[src/io_line_regs.svh]
// Register map and timing constants for the I/O line configuration block.
// Assumes a 100 MHz core clock and a 32-bit AXI4-Lite register port.
`ifndef IO_LINE_REGS_SVH
`define IO_LINE_REGS_SVH

`define SLEEP_REQUEST_LINE_SELECT_OFS	8'h00
`define SLEEP_STATUS_LINE_SELECT_OFS	8'h04
`define JOIN_INDICATOR_LINE_SELECT_OFS	8'h08
`define JOIN_LED_BLINK_TIME_OFS		8'h0c
`define PULL_ENABLE_MASK_OFS		8'h10
`define PULL_DIRECTION_MASK_OFS		8'h14
`define SIGNAL_PWM_TIMER_OFS		8'h18
`define SUPPLY_THRESHOLD_OFS		8'h1c
`define SUPPLY_VOLTAGE_OFS		8'h20
`define FIRMWARE_VERSION_OFS		8'h24
`define HARDWARE_VERSION_OFS		8'h28
`define LINE_STATUS_OFS			8'h2c

`define SLEEP_REQUEST_SELECT_RST	8'h00
`define SLEEP_STATUS_SELECT_RST		8'h01
`define JOIN_INDICATOR_SELECT_RST	8'h01
`define JOIN_LED_BLINK_RST		8'h00
`define PULL_ENABLE_RST			15'h1fff
`define PULL_DIRECTION_RST		15'h1fbf
`define SIGNAL_PWM_TIMER_RST		8'h28
`define SUPPLY_THRESHOLD_RST		16'h0000

`define PWM_TIMER_FOREVER		8'hff
`define BLINK_MIN_VALID			8'h0a
`define SUPPLY_MASK_BIT			7

`define CLOCK_HZ			100000000
`define BLINK_UNIT_MS			10
`define PWM_UNIT_MS			100
`define BLINK_UNIT_CYCLES	(`CLOCK_HZ / 1000 * `BLINK_UNIT_MS)
`define PWM_UNIT_CYCLES		(`CLOCK_HZ / 1000 * `PWM_UNIT_MS)

`define RESP_OKAY			2'b00
`define RESP_SLVERR			2'b10

`endif
[src/io_line_pkg.sv]
// Types shared by the I/O line configuration block.
// Assumes the register header is included by the design file.
package io_line_pkg;

	typedef enum logic [2:0] {
		sel_unmonitored = 3'h0,
		sel_special     = 3'h1,
		sel_digital_in  = 3'h3,
		sel_drive_low   = 3'h4,
		sel_drive_high  = 3'h5
	} line_select_type;

	typedef struct packed {
		logic [7:0] awaddr;
		logic       awvalid;
		logic [31:0] wdata;
		logic [3:0] wstrb;
		logic       wvalid;
		logic       bready;
		logic [7:0] araddr;
		logic       arvalid;
		logic       rready;
	} axi_req_type;

	typedef struct packed {
		logic       awready;
		logic       wready;
		logic [1:0] bresp;
		logic       bvalid;
		logic       arready;
		logic [31:0] rdata;
		logic [1:0] rresp;
		logic       rvalid;
	} axi_resp_type;

	typedef struct packed {
		logic sleep_req_out;
		logic sleep_req_oe;
		logic sleep_stat_out;
		logic sleep_stat_oe;
		logic join_led_out;
		logic join_led_oe;
		logic pwm_out;
	} line_drive_type;

endpackage

[src/io_line_config_indicators.sv]
// I/O line configuration, join LED blinker and signal-strength PWM timer.
// Assumes all inputs synchronous to core_clk; registers over AXI4-Lite.
//
// Overview of operation
// - Sleep-request line codes 0,1,3,4,5: idle, wake input, input, low, high
// - Blink time sets LED on and off halves once joined, if indicator on
// - Nonzero blink time counts 10 ms; only 0 and 0x0a-0xff accepted
// - Pull-enable bit 1 connects the line's pull resistor, 0 leaves none
// - Pull-enable is 15 bits in the fixed line order, resets to 0x1fff
// - Pull-direction same order; 1 pull-up, 0 pull-down; resets 0x1fbf
// - PWM timer counts 0.1 s units, default 0x28, four seconds
// - Each received packet refreshes duty; output stops on timer expiry
// - PWM timer value 0xff keeps the output on for good
// - Supply at or below threshold appends reading and sets mask bit 7
// - Threshold in mV, 0 to 0xffff; zero suppresses the supply reading
// - Supply readout is a read-only 16-bit millivolt value
// - Firmware version is a read-only fixed four-digit hex value
// - Hardware version: upper byte device type, lower byte revision
// - Join indicator line code 1 drives the join LED, the default
//
// Added by the designer: the register offsets and the AXI4-Lite interface to the registers.
`include "io_line_regs.svh"
`timescale 1ns/100ps
`default_nettype none

module io_line_config_indicators #(
	parameter logic [15:0] FIRMWARE_VERSION = 16'h1000, // Arbitrary value
	parameter logic [7:0]  DEVICE_TYPE      = 8'h5a,    // Arbitrary value
	parameter logic [7:0]  HW_REVISION      = 8'h01,    // Arbitrary value
	parameter int          BLINK_UNIT       = `BLINK_UNIT_CYCLES,
	parameter int          PWM_UNIT         = `PWM_UNIT_CYCLES
) (
	// Clock, reset, enable
	input  wire logic                   core_clk,
	input  wire logic                   rst,
	input  wire logic                   clk_en,
	// Register bus
	input  wire io_line_pkg::axi_req_type  bus_req,
	output var  io_line_pkg::axi_resp_type bus_resp,
	// Network and sampling status
	input  wire logic                   joined,
	input  wire logic                   sleep_status,
	input  wire logic                   packet_received,
	input  wire logic [7:0]             packet_duty,
	input  wire logic [15:0]            supply_mv,
	input  wire logic                   sample_request,
	// Pins
	input  wire logic                   sleep_request_input,
	output logic                        wake_request,
	output var  io_line_pkg::line_drive_type pins,
	output logic [14:0]                 pull_enable,
	output logic [14:0]                 pull_up,
	// Sample set decoration
	output logic                        supply_append,
	output logic [7:0]                  analog_mask_extra
);
	import io_line_pkg::*;

	typedef struct packed {
		logic [7:0]  sleep_request_line_select;
		logic [7:0]  sleep_status_line_select;
		logic [7:0]  join_indicator_line_select;
		logic [7:0]  join_led_blink_time;
		logic [14:0] pull_enable_mask;
		logic [14:0] pull_direction_mask;
		logic [7:0]  signal_pwm_timer;
		logic [15:0] supply_threshold;
		logic        aw_held;
		logic [7:0]  aw_addr;
		logic        w_held;
		logic [31:0] w_data;
		logic        bvalid;
		logic [1:0]  bresp;
		logic        rvalid;
		logic [1:0]  rresp;
		logic [31:0] rdata;
		logic [31:0] blink_cnt;
		logic [7:0]  blink_units;
		logic        led;
		logic [31:0] pwm_cnt;
		logic [7:0]  pwm_units;
		logic        pwm_active;
		logic [7:0]  duty;
		logic [7:0]  phase;
		logic        pwm_level;
		logic        append;
		logic        wake;
	} state_type;

	state_type cur;
	state_type next_cur;
	function automatic logic select_ok(input logic [31:0] v);
		select_ok = (v[31:3] == 29'h0) && (v[2:0] != 3'h2)
			&& (v[2:0] <= 3'h5);
	endfunction
	function automatic logic drive_high(input logic [7:0] s);
		drive_high = (s == 8'h05);
	endfunction
	function automatic logic driving(input logic [7:0] s);
		driving = (s == 8'h04) || (s == 8'h05);
	endfunction
	logic do_write;
	logic do_read;
	logic [7:0] wa;
	logic [31:0] rd_word;
	logic rd_hit;
	assign do_write = cur.aw_held && cur.w_held && !cur.bvalid;
	assign do_read  = bus_req.arvalid && !cur.rvalid;
	assign wa = cur.aw_addr;
	always_comb begin
		rd_hit  = 1'b1;
		rd_word = 32'h0;
		unique case (bus_req.araddr)
		`SLEEP_REQUEST_LINE_SELECT_OFS:
			rd_word = {24'h0, cur.sleep_request_line_select};
		`SLEEP_STATUS_LINE_SELECT_OFS:
			rd_word = {24'h0, cur.sleep_status_line_select};
		`JOIN_INDICATOR_LINE_SELECT_OFS:
			rd_word = {24'h0, cur.join_indicator_line_select};
		`JOIN_LED_BLINK_TIME_OFS:
			rd_word = {24'h0, cur.join_led_blink_time};
		`PULL_ENABLE_MASK_OFS:
			rd_word = {17'h0, cur.pull_enable_mask};
		`PULL_DIRECTION_MASK_OFS:
			rd_word = {17'h0, cur.pull_direction_mask};
		`SIGNAL_PWM_TIMER_OFS:
			rd_word = {24'h0, cur.signal_pwm_timer};
		`SUPPLY_THRESHOLD_OFS:
			rd_word = {16'h0, cur.supply_threshold};
		`SUPPLY_VOLTAGE_OFS:
			rd_word = {16'h0, supply_mv};
		`FIRMWARE_VERSION_OFS:
			rd_word = {16'h0, FIRMWARE_VERSION};
		`HARDWARE_VERSION_OFS:
			rd_word = {16'h0, DEVICE_TYPE, HW_REVISION};
		`LINE_STATUS_OFS:
			rd_word = {28'h0, cur.append, cur.pwm_active, cur.led,
				cur.wake};
		default:
			rd_hit = 1'b0;
		endcase
	end

	always_comb begin
		logic ok;
		ok = 1'b1;
		next_cur = cur;
		// Bus: address and data taken in either order
		if (bus_req.awvalid && !cur.aw_held) begin
			next_cur.aw_held = 1'b1;
			next_cur.aw_addr = bus_req.awaddr;
		end
		if (bus_req.wvalid && !cur.w_held) begin
			next_cur.w_held = 1'b1;
			next_cur.w_data = bus_req.wdata;
		end
		if (do_write) begin
			unique case (wa)
			`SLEEP_REQUEST_LINE_SELECT_OFS: begin
				ok = select_ok(cur.w_data);
				if (ok)
					next_cur.sleep_request_line_select = cur.w_data[7:0];
			end
			`SLEEP_STATUS_LINE_SELECT_OFS: begin
				ok = select_ok(cur.w_data);
				if (ok)
					next_cur.sleep_status_line_select = cur.w_data[7:0];
			end
			`JOIN_INDICATOR_LINE_SELECT_OFS: begin
				ok = select_ok(cur.w_data);
				if (ok)
					next_cur.join_indicator_line_select = cur.w_data[7:0];
			end
			`JOIN_LED_BLINK_TIME_OFS: begin
				ok = (cur.w_data[31:8] == 24'h0) && (cur.w_data[7:0] == 8'h0
					|| cur.w_data[7:0] >= `BLINK_MIN_VALID);
				if (ok)
					next_cur.join_led_blink_time = cur.w_data[7:0];
			end
			`PULL_ENABLE_MASK_OFS:
				next_cur.pull_enable_mask = cur.w_data[14:0];
			`PULL_DIRECTION_MASK_OFS:
				next_cur.pull_direction_mask = cur.w_data[14:0];
			`SIGNAL_PWM_TIMER_OFS:
				next_cur.signal_pwm_timer = cur.w_data[7:0];
			`SUPPLY_THRESHOLD_OFS:
				next_cur.supply_threshold = cur.w_data[15:0];
			default:
				ok = 1'b0;
			endcase
			next_cur.aw_held = 1'b0;
			next_cur.w_held  = 1'b0;
			next_cur.bvalid  = 1'b1;
			next_cur.bresp   = ok ? `RESP_OKAY : `RESP_SLVERR;
		end
		if (cur.bvalid && bus_req.bready)
			next_cur.bvalid = 1'b0;
		if (do_read) begin
			next_cur.rvalid = 1'b1;
			next_cur.rdata  = rd_word;
			next_cur.rresp  = rd_hit ? `RESP_OKAY : `RESP_SLVERR;
		end else if (cur.rvalid && bus_req.rready) begin
			next_cur.rvalid = 1'b0;
		end

		if (cur.join_indicator_line_select != 8'h01 || !joined
			|| cur.join_led_blink_time == 8'h0) begin
			next_cur.led = 1'b0;
			next_cur.blink_cnt = 32'h0;
			next_cur.blink_units = 8'h0;
		end else if (cur.blink_cnt == 32'(BLINK_UNIT - 1)) begin
			next_cur.blink_cnt = 32'h0;
			// Also ends a count left over from a longer setting
			if (cur.blink_units >= cur.join_led_blink_time - 8'h1) begin
				next_cur.blink_units = 8'h0;
				next_cur.led = !cur.led;
			end else begin
				next_cur.blink_units = cur.blink_units + 8'h1;
			end
		end else begin
			next_cur.blink_cnt = cur.blink_cnt + 32'h1;
		end

		if (packet_received) begin
			next_cur.duty = packet_duty;
			next_cur.pwm_active = (cur.signal_pwm_timer != 8'h0);
			next_cur.pwm_cnt = 32'h0;
			next_cur.pwm_units = 8'h0;
		end else if (cur.pwm_active
			&& cur.signal_pwm_timer != `PWM_TIMER_FOREVER) begin
			if (cur.pwm_cnt == 32'(PWM_UNIT - 1)) begin
				next_cur.pwm_cnt = 32'h0;
				next_cur.pwm_units = cur.pwm_units + 8'h1;
				if (cur.pwm_units + 8'h1 >= cur.signal_pwm_timer)
					next_cur.pwm_active = 1'b0;
			end else begin
				next_cur.pwm_cnt = cur.pwm_cnt + 32'h1;
			end
		end
		next_cur.phase = cur.phase + 8'h1;
		next_cur.pwm_level = cur.pwm_active && (cur.phase < cur.duty);

		if (sample_request)
			next_cur.append = (cur.supply_threshold != 16'h0)
				&& (supply_mv <= cur.supply_threshold);

		next_cur.wake = (cur.sleep_request_line_select == 8'h01)
			&& sleep_request_input;
	end

	always_ff @(posedge core_clk or posedge rst) begin
		if (rst) begin
			cur <= '0;
			cur.sleep_request_line_select <= `SLEEP_REQUEST_SELECT_RST;
			cur.sleep_status_line_select <= `SLEEP_STATUS_SELECT_RST;
			cur.join_indicator_line_select <= `JOIN_INDICATOR_SELECT_RST;
			cur.join_led_blink_time <= `JOIN_LED_BLINK_RST;
			cur.pull_enable_mask <= `PULL_ENABLE_RST;
			cur.pull_direction_mask <= `PULL_DIRECTION_RST;
			cur.signal_pwm_timer <= `SIGNAL_PWM_TIMER_RST;
			cur.supply_threshold <= `SUPPLY_THRESHOLD_RST;
		end else if (clk_en) begin
			cur <= next_cur;
		end
	end

	always_comb begin
		bus_resp.awready = !cur.aw_held;
		bus_resp.wready  = !cur.w_held;
		bus_resp.bvalid  = cur.bvalid;
		bus_resp.bresp   = cur.bresp;
		bus_resp.arready = !cur.rvalid;
		bus_resp.rvalid  = cur.rvalid;
		bus_resp.rdata   = cur.rdata;
		bus_resp.rresp   = cur.rresp;
	end

	always_comb begin
		pins.sleep_req_oe  = driving(cur.sleep_request_line_select);
		pins.sleep_req_out = drive_high(cur.sleep_request_line_select);
		pins.sleep_stat_oe = driving(cur.sleep_status_line_select)
			|| cur.sleep_status_line_select == 8'h01;
		pins.sleep_stat_out = (cur.sleep_status_line_select == 8'h01)
			? sleep_status : drive_high(cur.sleep_status_line_select);
		pins.join_led_oe = driving(cur.join_indicator_line_select)
			|| cur.join_indicator_line_select == 8'h01;
		pins.join_led_out = (cur.join_indicator_line_select == 8'h01)
			? cur.led : drive_high(cur.join_indicator_line_select);
		pins.pwm_out = cur.pwm_level;
	end

	assign pull_enable = cur.pull_enable_mask;
	assign pull_up = cur.pull_direction_mask & cur.pull_enable_mask;
	assign supply_append = cur.append;
	assign analog_mask_extra = {cur.append, 7'h0};
	assign wake_request = cur.wake;
endmodule

`default_nettype wire

[config.mk]
export PLATFORM = sky130hd
export DESIGN_NAME = io_line_config_indicators
export DESIGN_NICKNAME = d
export VERILOG_FILES = /design/src/io_line_pkg.sv /design/src/io_line_config_indicators.sv
export VERILOG_INCLUDE_DIRS = /design/src
export SDC_FILE = /design/constraint.sdc
export NUM_CORES = 1
export LEC_CHECK = 0
export ABC_CLOCK_PERIOD_IN_PS = 17800
export BUFFER_PORTS_ARGS = -buffer_cell sky130_fd_sc_hd__buf_4
export CAP_MARGIN = 40
export CORE_MARGIN = 2
export CORE_UTILIZATION = 63
export CTS_BUF_LIST = sky130_fd_sc_hd__clkbuf_16
export DETAILED_ROUTE_END_ITERATION = 10
export PLACE_DENSITY = 0.84
export SLEW_MARGIN = 20
export SYNTH_ARGS = -nofsm -noshare
export SYNTH_HDL_FRONTEND = slang
export SYNTH_SLANG_ARGS = --single-unit
[constraint.sdc]
create_clock -name core_clk -period 17.8 [get_ports core_clk]
set_input_delay 2.67 -clock core_clk [delete_from_list [all_inputs] [get_ports core_clk]]
set_output_delay 2.67 -clock core_clk [all_outputs]
set_load 0.01 [all_outputs]
==> results.txt <==
- At the worst endpoint, the arrival time is 3.11 ns.
* First drt pass iteration count: 5
- Share of the cycle needed by the critical path after routing: 32.5%
- After synthesis the netlist holds a flip-flop and latch count of 249.
* Pin count of the biggest net entering global routing: 86
- Drc violations: 0
* Final design utilization: 72.5%
- Die W: 150 um
- 177 I/O pins were placed.
- From synthesis to final layout, the design area changed by 13.3%.
* Average cell area after synthesis: 10.5 um^2
* Minimum period implied by the final worst setup slack: 5.78 ns
- Core region area: 21000 um^2
- CTS Root Buffer Type: sky130_fd_sc_hd__clkbuf_16
- The number of different library cells used by synthesis comes to 75.
- Number of buffers added by the clock tree synthesis step: 26
- Total power density per cell area: 103 nW/um^2
- Warnings from Yosys: 0
- The critical path is of the in -> out type.
- Once the floorplan was initialized, standard cells occupied 64.0% of the core.
- Across the run, the number of max-cap violations was 0.
- Endpoint type of the worst setup path: output pin
- CTS built an H-tree with a depth of 1.
- The worst setup path is launched from a primary input.
* Final-layout setup total negative slack: 0 ns
- Clock tree buffer depth: 3
- After detailed routing, the number of vias per cell comes to 6.17.
- Across every metal layer, demand over resource in global routing totals 29.5%.
* Hold violation count in the final report: 0
- After clock tree synthesis, the flow added hold-fix buffers numbering 0.
* Fmax: 173 MHz
- Die Ht: 150 um
* Type of the tightest min-delay check: reg -> reg
- The commonest cells after synthesis are sky130_fd_sc_hd__dfrtp_1 (220), sky130_fd_sc_hd__nand2_1 (101), sky130_fd_sc_hd__nor2_1 (91).
* Setup bufs post-CTS: 0
- The top cell type by area accounts for 41.0% of the synthesized area.
- Footprint of the multi-input gates: 6360 um^2
- Clock-pin slew was measured on the worst setup and hold paths at 0.06 ns.
* Detailed Route Iter0 Violations: 707
- Global-route wire length before repair: 52700 um
* Final net count: 1512
- Die footprint: 22500 um^2
* Total via count after detailed routing: 10300
- Post-route ant nets: 0
- Required time worst endpoint: 15.13 ns
* Clock Latency Late Sink: 0.55 ns
* Clk sink count: 249
- Counting the fill cells in the layout gives 1435.
- Sequential-to-total area share from yosys stat: 46.7%
- Global placer's final weighted congestion: 0.927
- PortBufs: 147
- Share of final-layout standard cells stronger than drive strength 1: 24.6%
- TritonCTS built the clock tree.
- Peak supply drop: 0.0827 mV
- Leakage Power: 7.09 nW
- At the pin with the least slew margin, the transition time is 0.874 ns.
- Largest area contributor in the netlist: sky130_fd_sc_hd__dfrtp_1
- Number of enable-type register cells in the synthesized netlist: 0
* Gr ovfl total: 0
- Of all nets on the critical path, the largest fanout is 1.
* Status: completed
* Leading cell type by number of instances after synthesis: sky130_fd_sc_hd__dfrtp_1
- Measured against its own limit, the worst slew margin works out to 41.3%.
- The floorplan has 53 rows.
- Among all flip-flop cells after synthesis, the most frequent one is sky130_fd_sc_hd__dfrtp_1.
- Average detailed-routed wire length per instance: 19.8 um
- Synth Instances: 1277
* Proportion of synthesized flip-flops having asynchronous set or reset: 100%
* Summed instance area of the synthesized netlist: 13400 um^2
- Flip-flop and latch area: 6270 um^2
* Slew Limit Fails: 0
- Setup violations remaining at the end of the flow were counted as 0.
* Cts repair resizes: 0
- Area contributors post-synth: sky130_fd_sc_hd__dfrtp_1 (41%), sky130_fd_sc_hd__mux2_2 (6.9%), sky130_fd_sc_hd__dfstp_2 (5.7%)
- Across the routed clock network, the largest skew measured is 0.0210 ns.
- The initial antenna violation count was 0.
- Setup repair after global routing left no endpoint under its margin.
- Number of global-route vias before repair: 10200
- Detailed placer's ending HPWL: 22900 um
- For this block, the routed nets add up to 33000 um of wire.
- Antenna cell count: 0
-- layer usage --
metal	routed length (um)	up-vias	track usage, %
li1	-	4684	-
met1	12900	5071	37.7
met2	16400	465	50.1
met3	2450	100	4.60
met4	1270	0	12.3
met5	0	-	0
-- through the flow --
| step | hold WS (ns) | instances | setup slack [ns] | instance area, um^2 | total power [W] |
|---|---|---|---|---|---|
| floorplan | 0.447 | 1301 | 8.33 | 13500 | 0.000947 |
| global placement | 0.460 | 1619 | 12.02 | 14300 | 0.00103 |
| detailed placement | 0.469 | 1624 | 12.01 | 14400 | 0.00105 |
| CTS | 0.482 | 1672 | 12.01 | 15200 | 0.00157 |
| global route | 0.498 | 1672 | 11.99 | 15200 | 0.00164 |
| finish | 0.478 | 1672 | 12.02 | 15200 | 0.00157 |
-- final timing paths --
path,start,end,slack (ns),cells past startpoint
max,sleep_status,pins[4],12.02,4
min,bus_resp[11]$_DFFE_PP0P_,bus_resp[11]$_DFFE_PP0P_,0.48,1
max reg2reg,cur[237]$_DFFE_PP0P_,cur[64]$_DFFE_PP0P_,14.85,10
min reg2reg,bus_resp[11]$_DFFE_PP0P_,bus_resp[11]$_DFFE_PP0P_,0.48,1
max in group asynchronous,rst,cur[217]$_DFFE_PP1P_,13.85,5
min in group asynchronous,rst,cur[15]$_DFFE_PP0P_,2.22,2
-- cell type report --
cell class / instances / share of cell area, %
tap: 275 / 2.26
sequential: 249 / 41.2
multi-input combinational: 893 / 41.9
clock inverter: 21 / 0.798
timing repair buffer: 159 / 8.17
clock buffer: 27 / 4.44
inverter: 48 / 1.23
-- cell usage in the layout (no fill, tap or decap), types with 11 or more instances in the layout --
master	netlist	final
sky130_fd_sc_hd__dfrtp_1	220	220
sky130_fd_sc_hd__nand3_1	53	53
sky130_fd_sc_hd__conb_1	1	25
sky130_fd_sc_hd__a21oi_1	35	35
sky130_fd_sc_hd__xnor2_1	19	19
sky130_fd_sc_hd__a22oi_1	11	11
sky130_fd_sc_hd__and2_1	39	39
sky130_fd_sc_hd__buf_4	64	155
sky130_fd_sc_hd__nor3_1	23	23
sky130_fd_sc_hd__nand4_1	33	33
sky130_fd_sc_hd__clkbuf_16	0	27
sky130_fd_sc_hd__nand2_1	101	101
sky130_fd_sc_hd__inv_1	47	51
sky130_fd_sc_hd__o21ai_0	55	55
sky130_fd_sc_hd__and3_1	21	21
sky130_fd_sc_hd__mux2_2	82	82
sky130_fd_sc_hd__nor2_1	91	91
sky130_fd_sc_hd__mux2_1	29	29
sky130_fd_sc_hd__xor2_1	52	52
sky130_fd_sc_hd__dfstp_2	29	29
sky130_fd_sc_hd__nor4_1	27	27
sky130_fd_sc_hd__ha_1	46	46
-- flip-flops by register name, indices dropped and copies added (netlist names) --
name,cells
bus_resp,20
pull_enable,15
wake_request,1
pins,1
supply_append,1
cur,203
wa,8
-- logic make-up after synthesis --
kind of cell | after synthesis | share of synthesized area, %
buffers and inverters | 159 | 6.52
adder cells (fa/ha/maj) | 46 | 4.29
AND/OR/NAND/NOR | 441 | 17.3
AO/OA/AOI/OAI | 178 | 8.92
flip-flops | 249 | 46.7
other | 1 | 0.0280
multiplexers | 132 | 11.6
XOR/XNOR | 71 | 4.64
-- worst max-delay path, cell delays in order --
cell,delay [ns]
sky130_fd_sc_hd__buf_4,0.11
sky130_fd_sc_hd__o21ai_0,0.14
sky130_fd_sc_hd__nor2_1,0.06
sky130_fd_sc_hd__buf_4,0.14
-- where the power goes --
group          internal [W]  switching (W)  leakage, nW  total, W
combinational      0.000143       0.000134         3.45  0.000277
clock              0.000288       0.000227        0.419  0.000515
sequential         0.000659       0.000118         3.22  0.000777
Note: power is estimated with default switching activity, not from simulation.
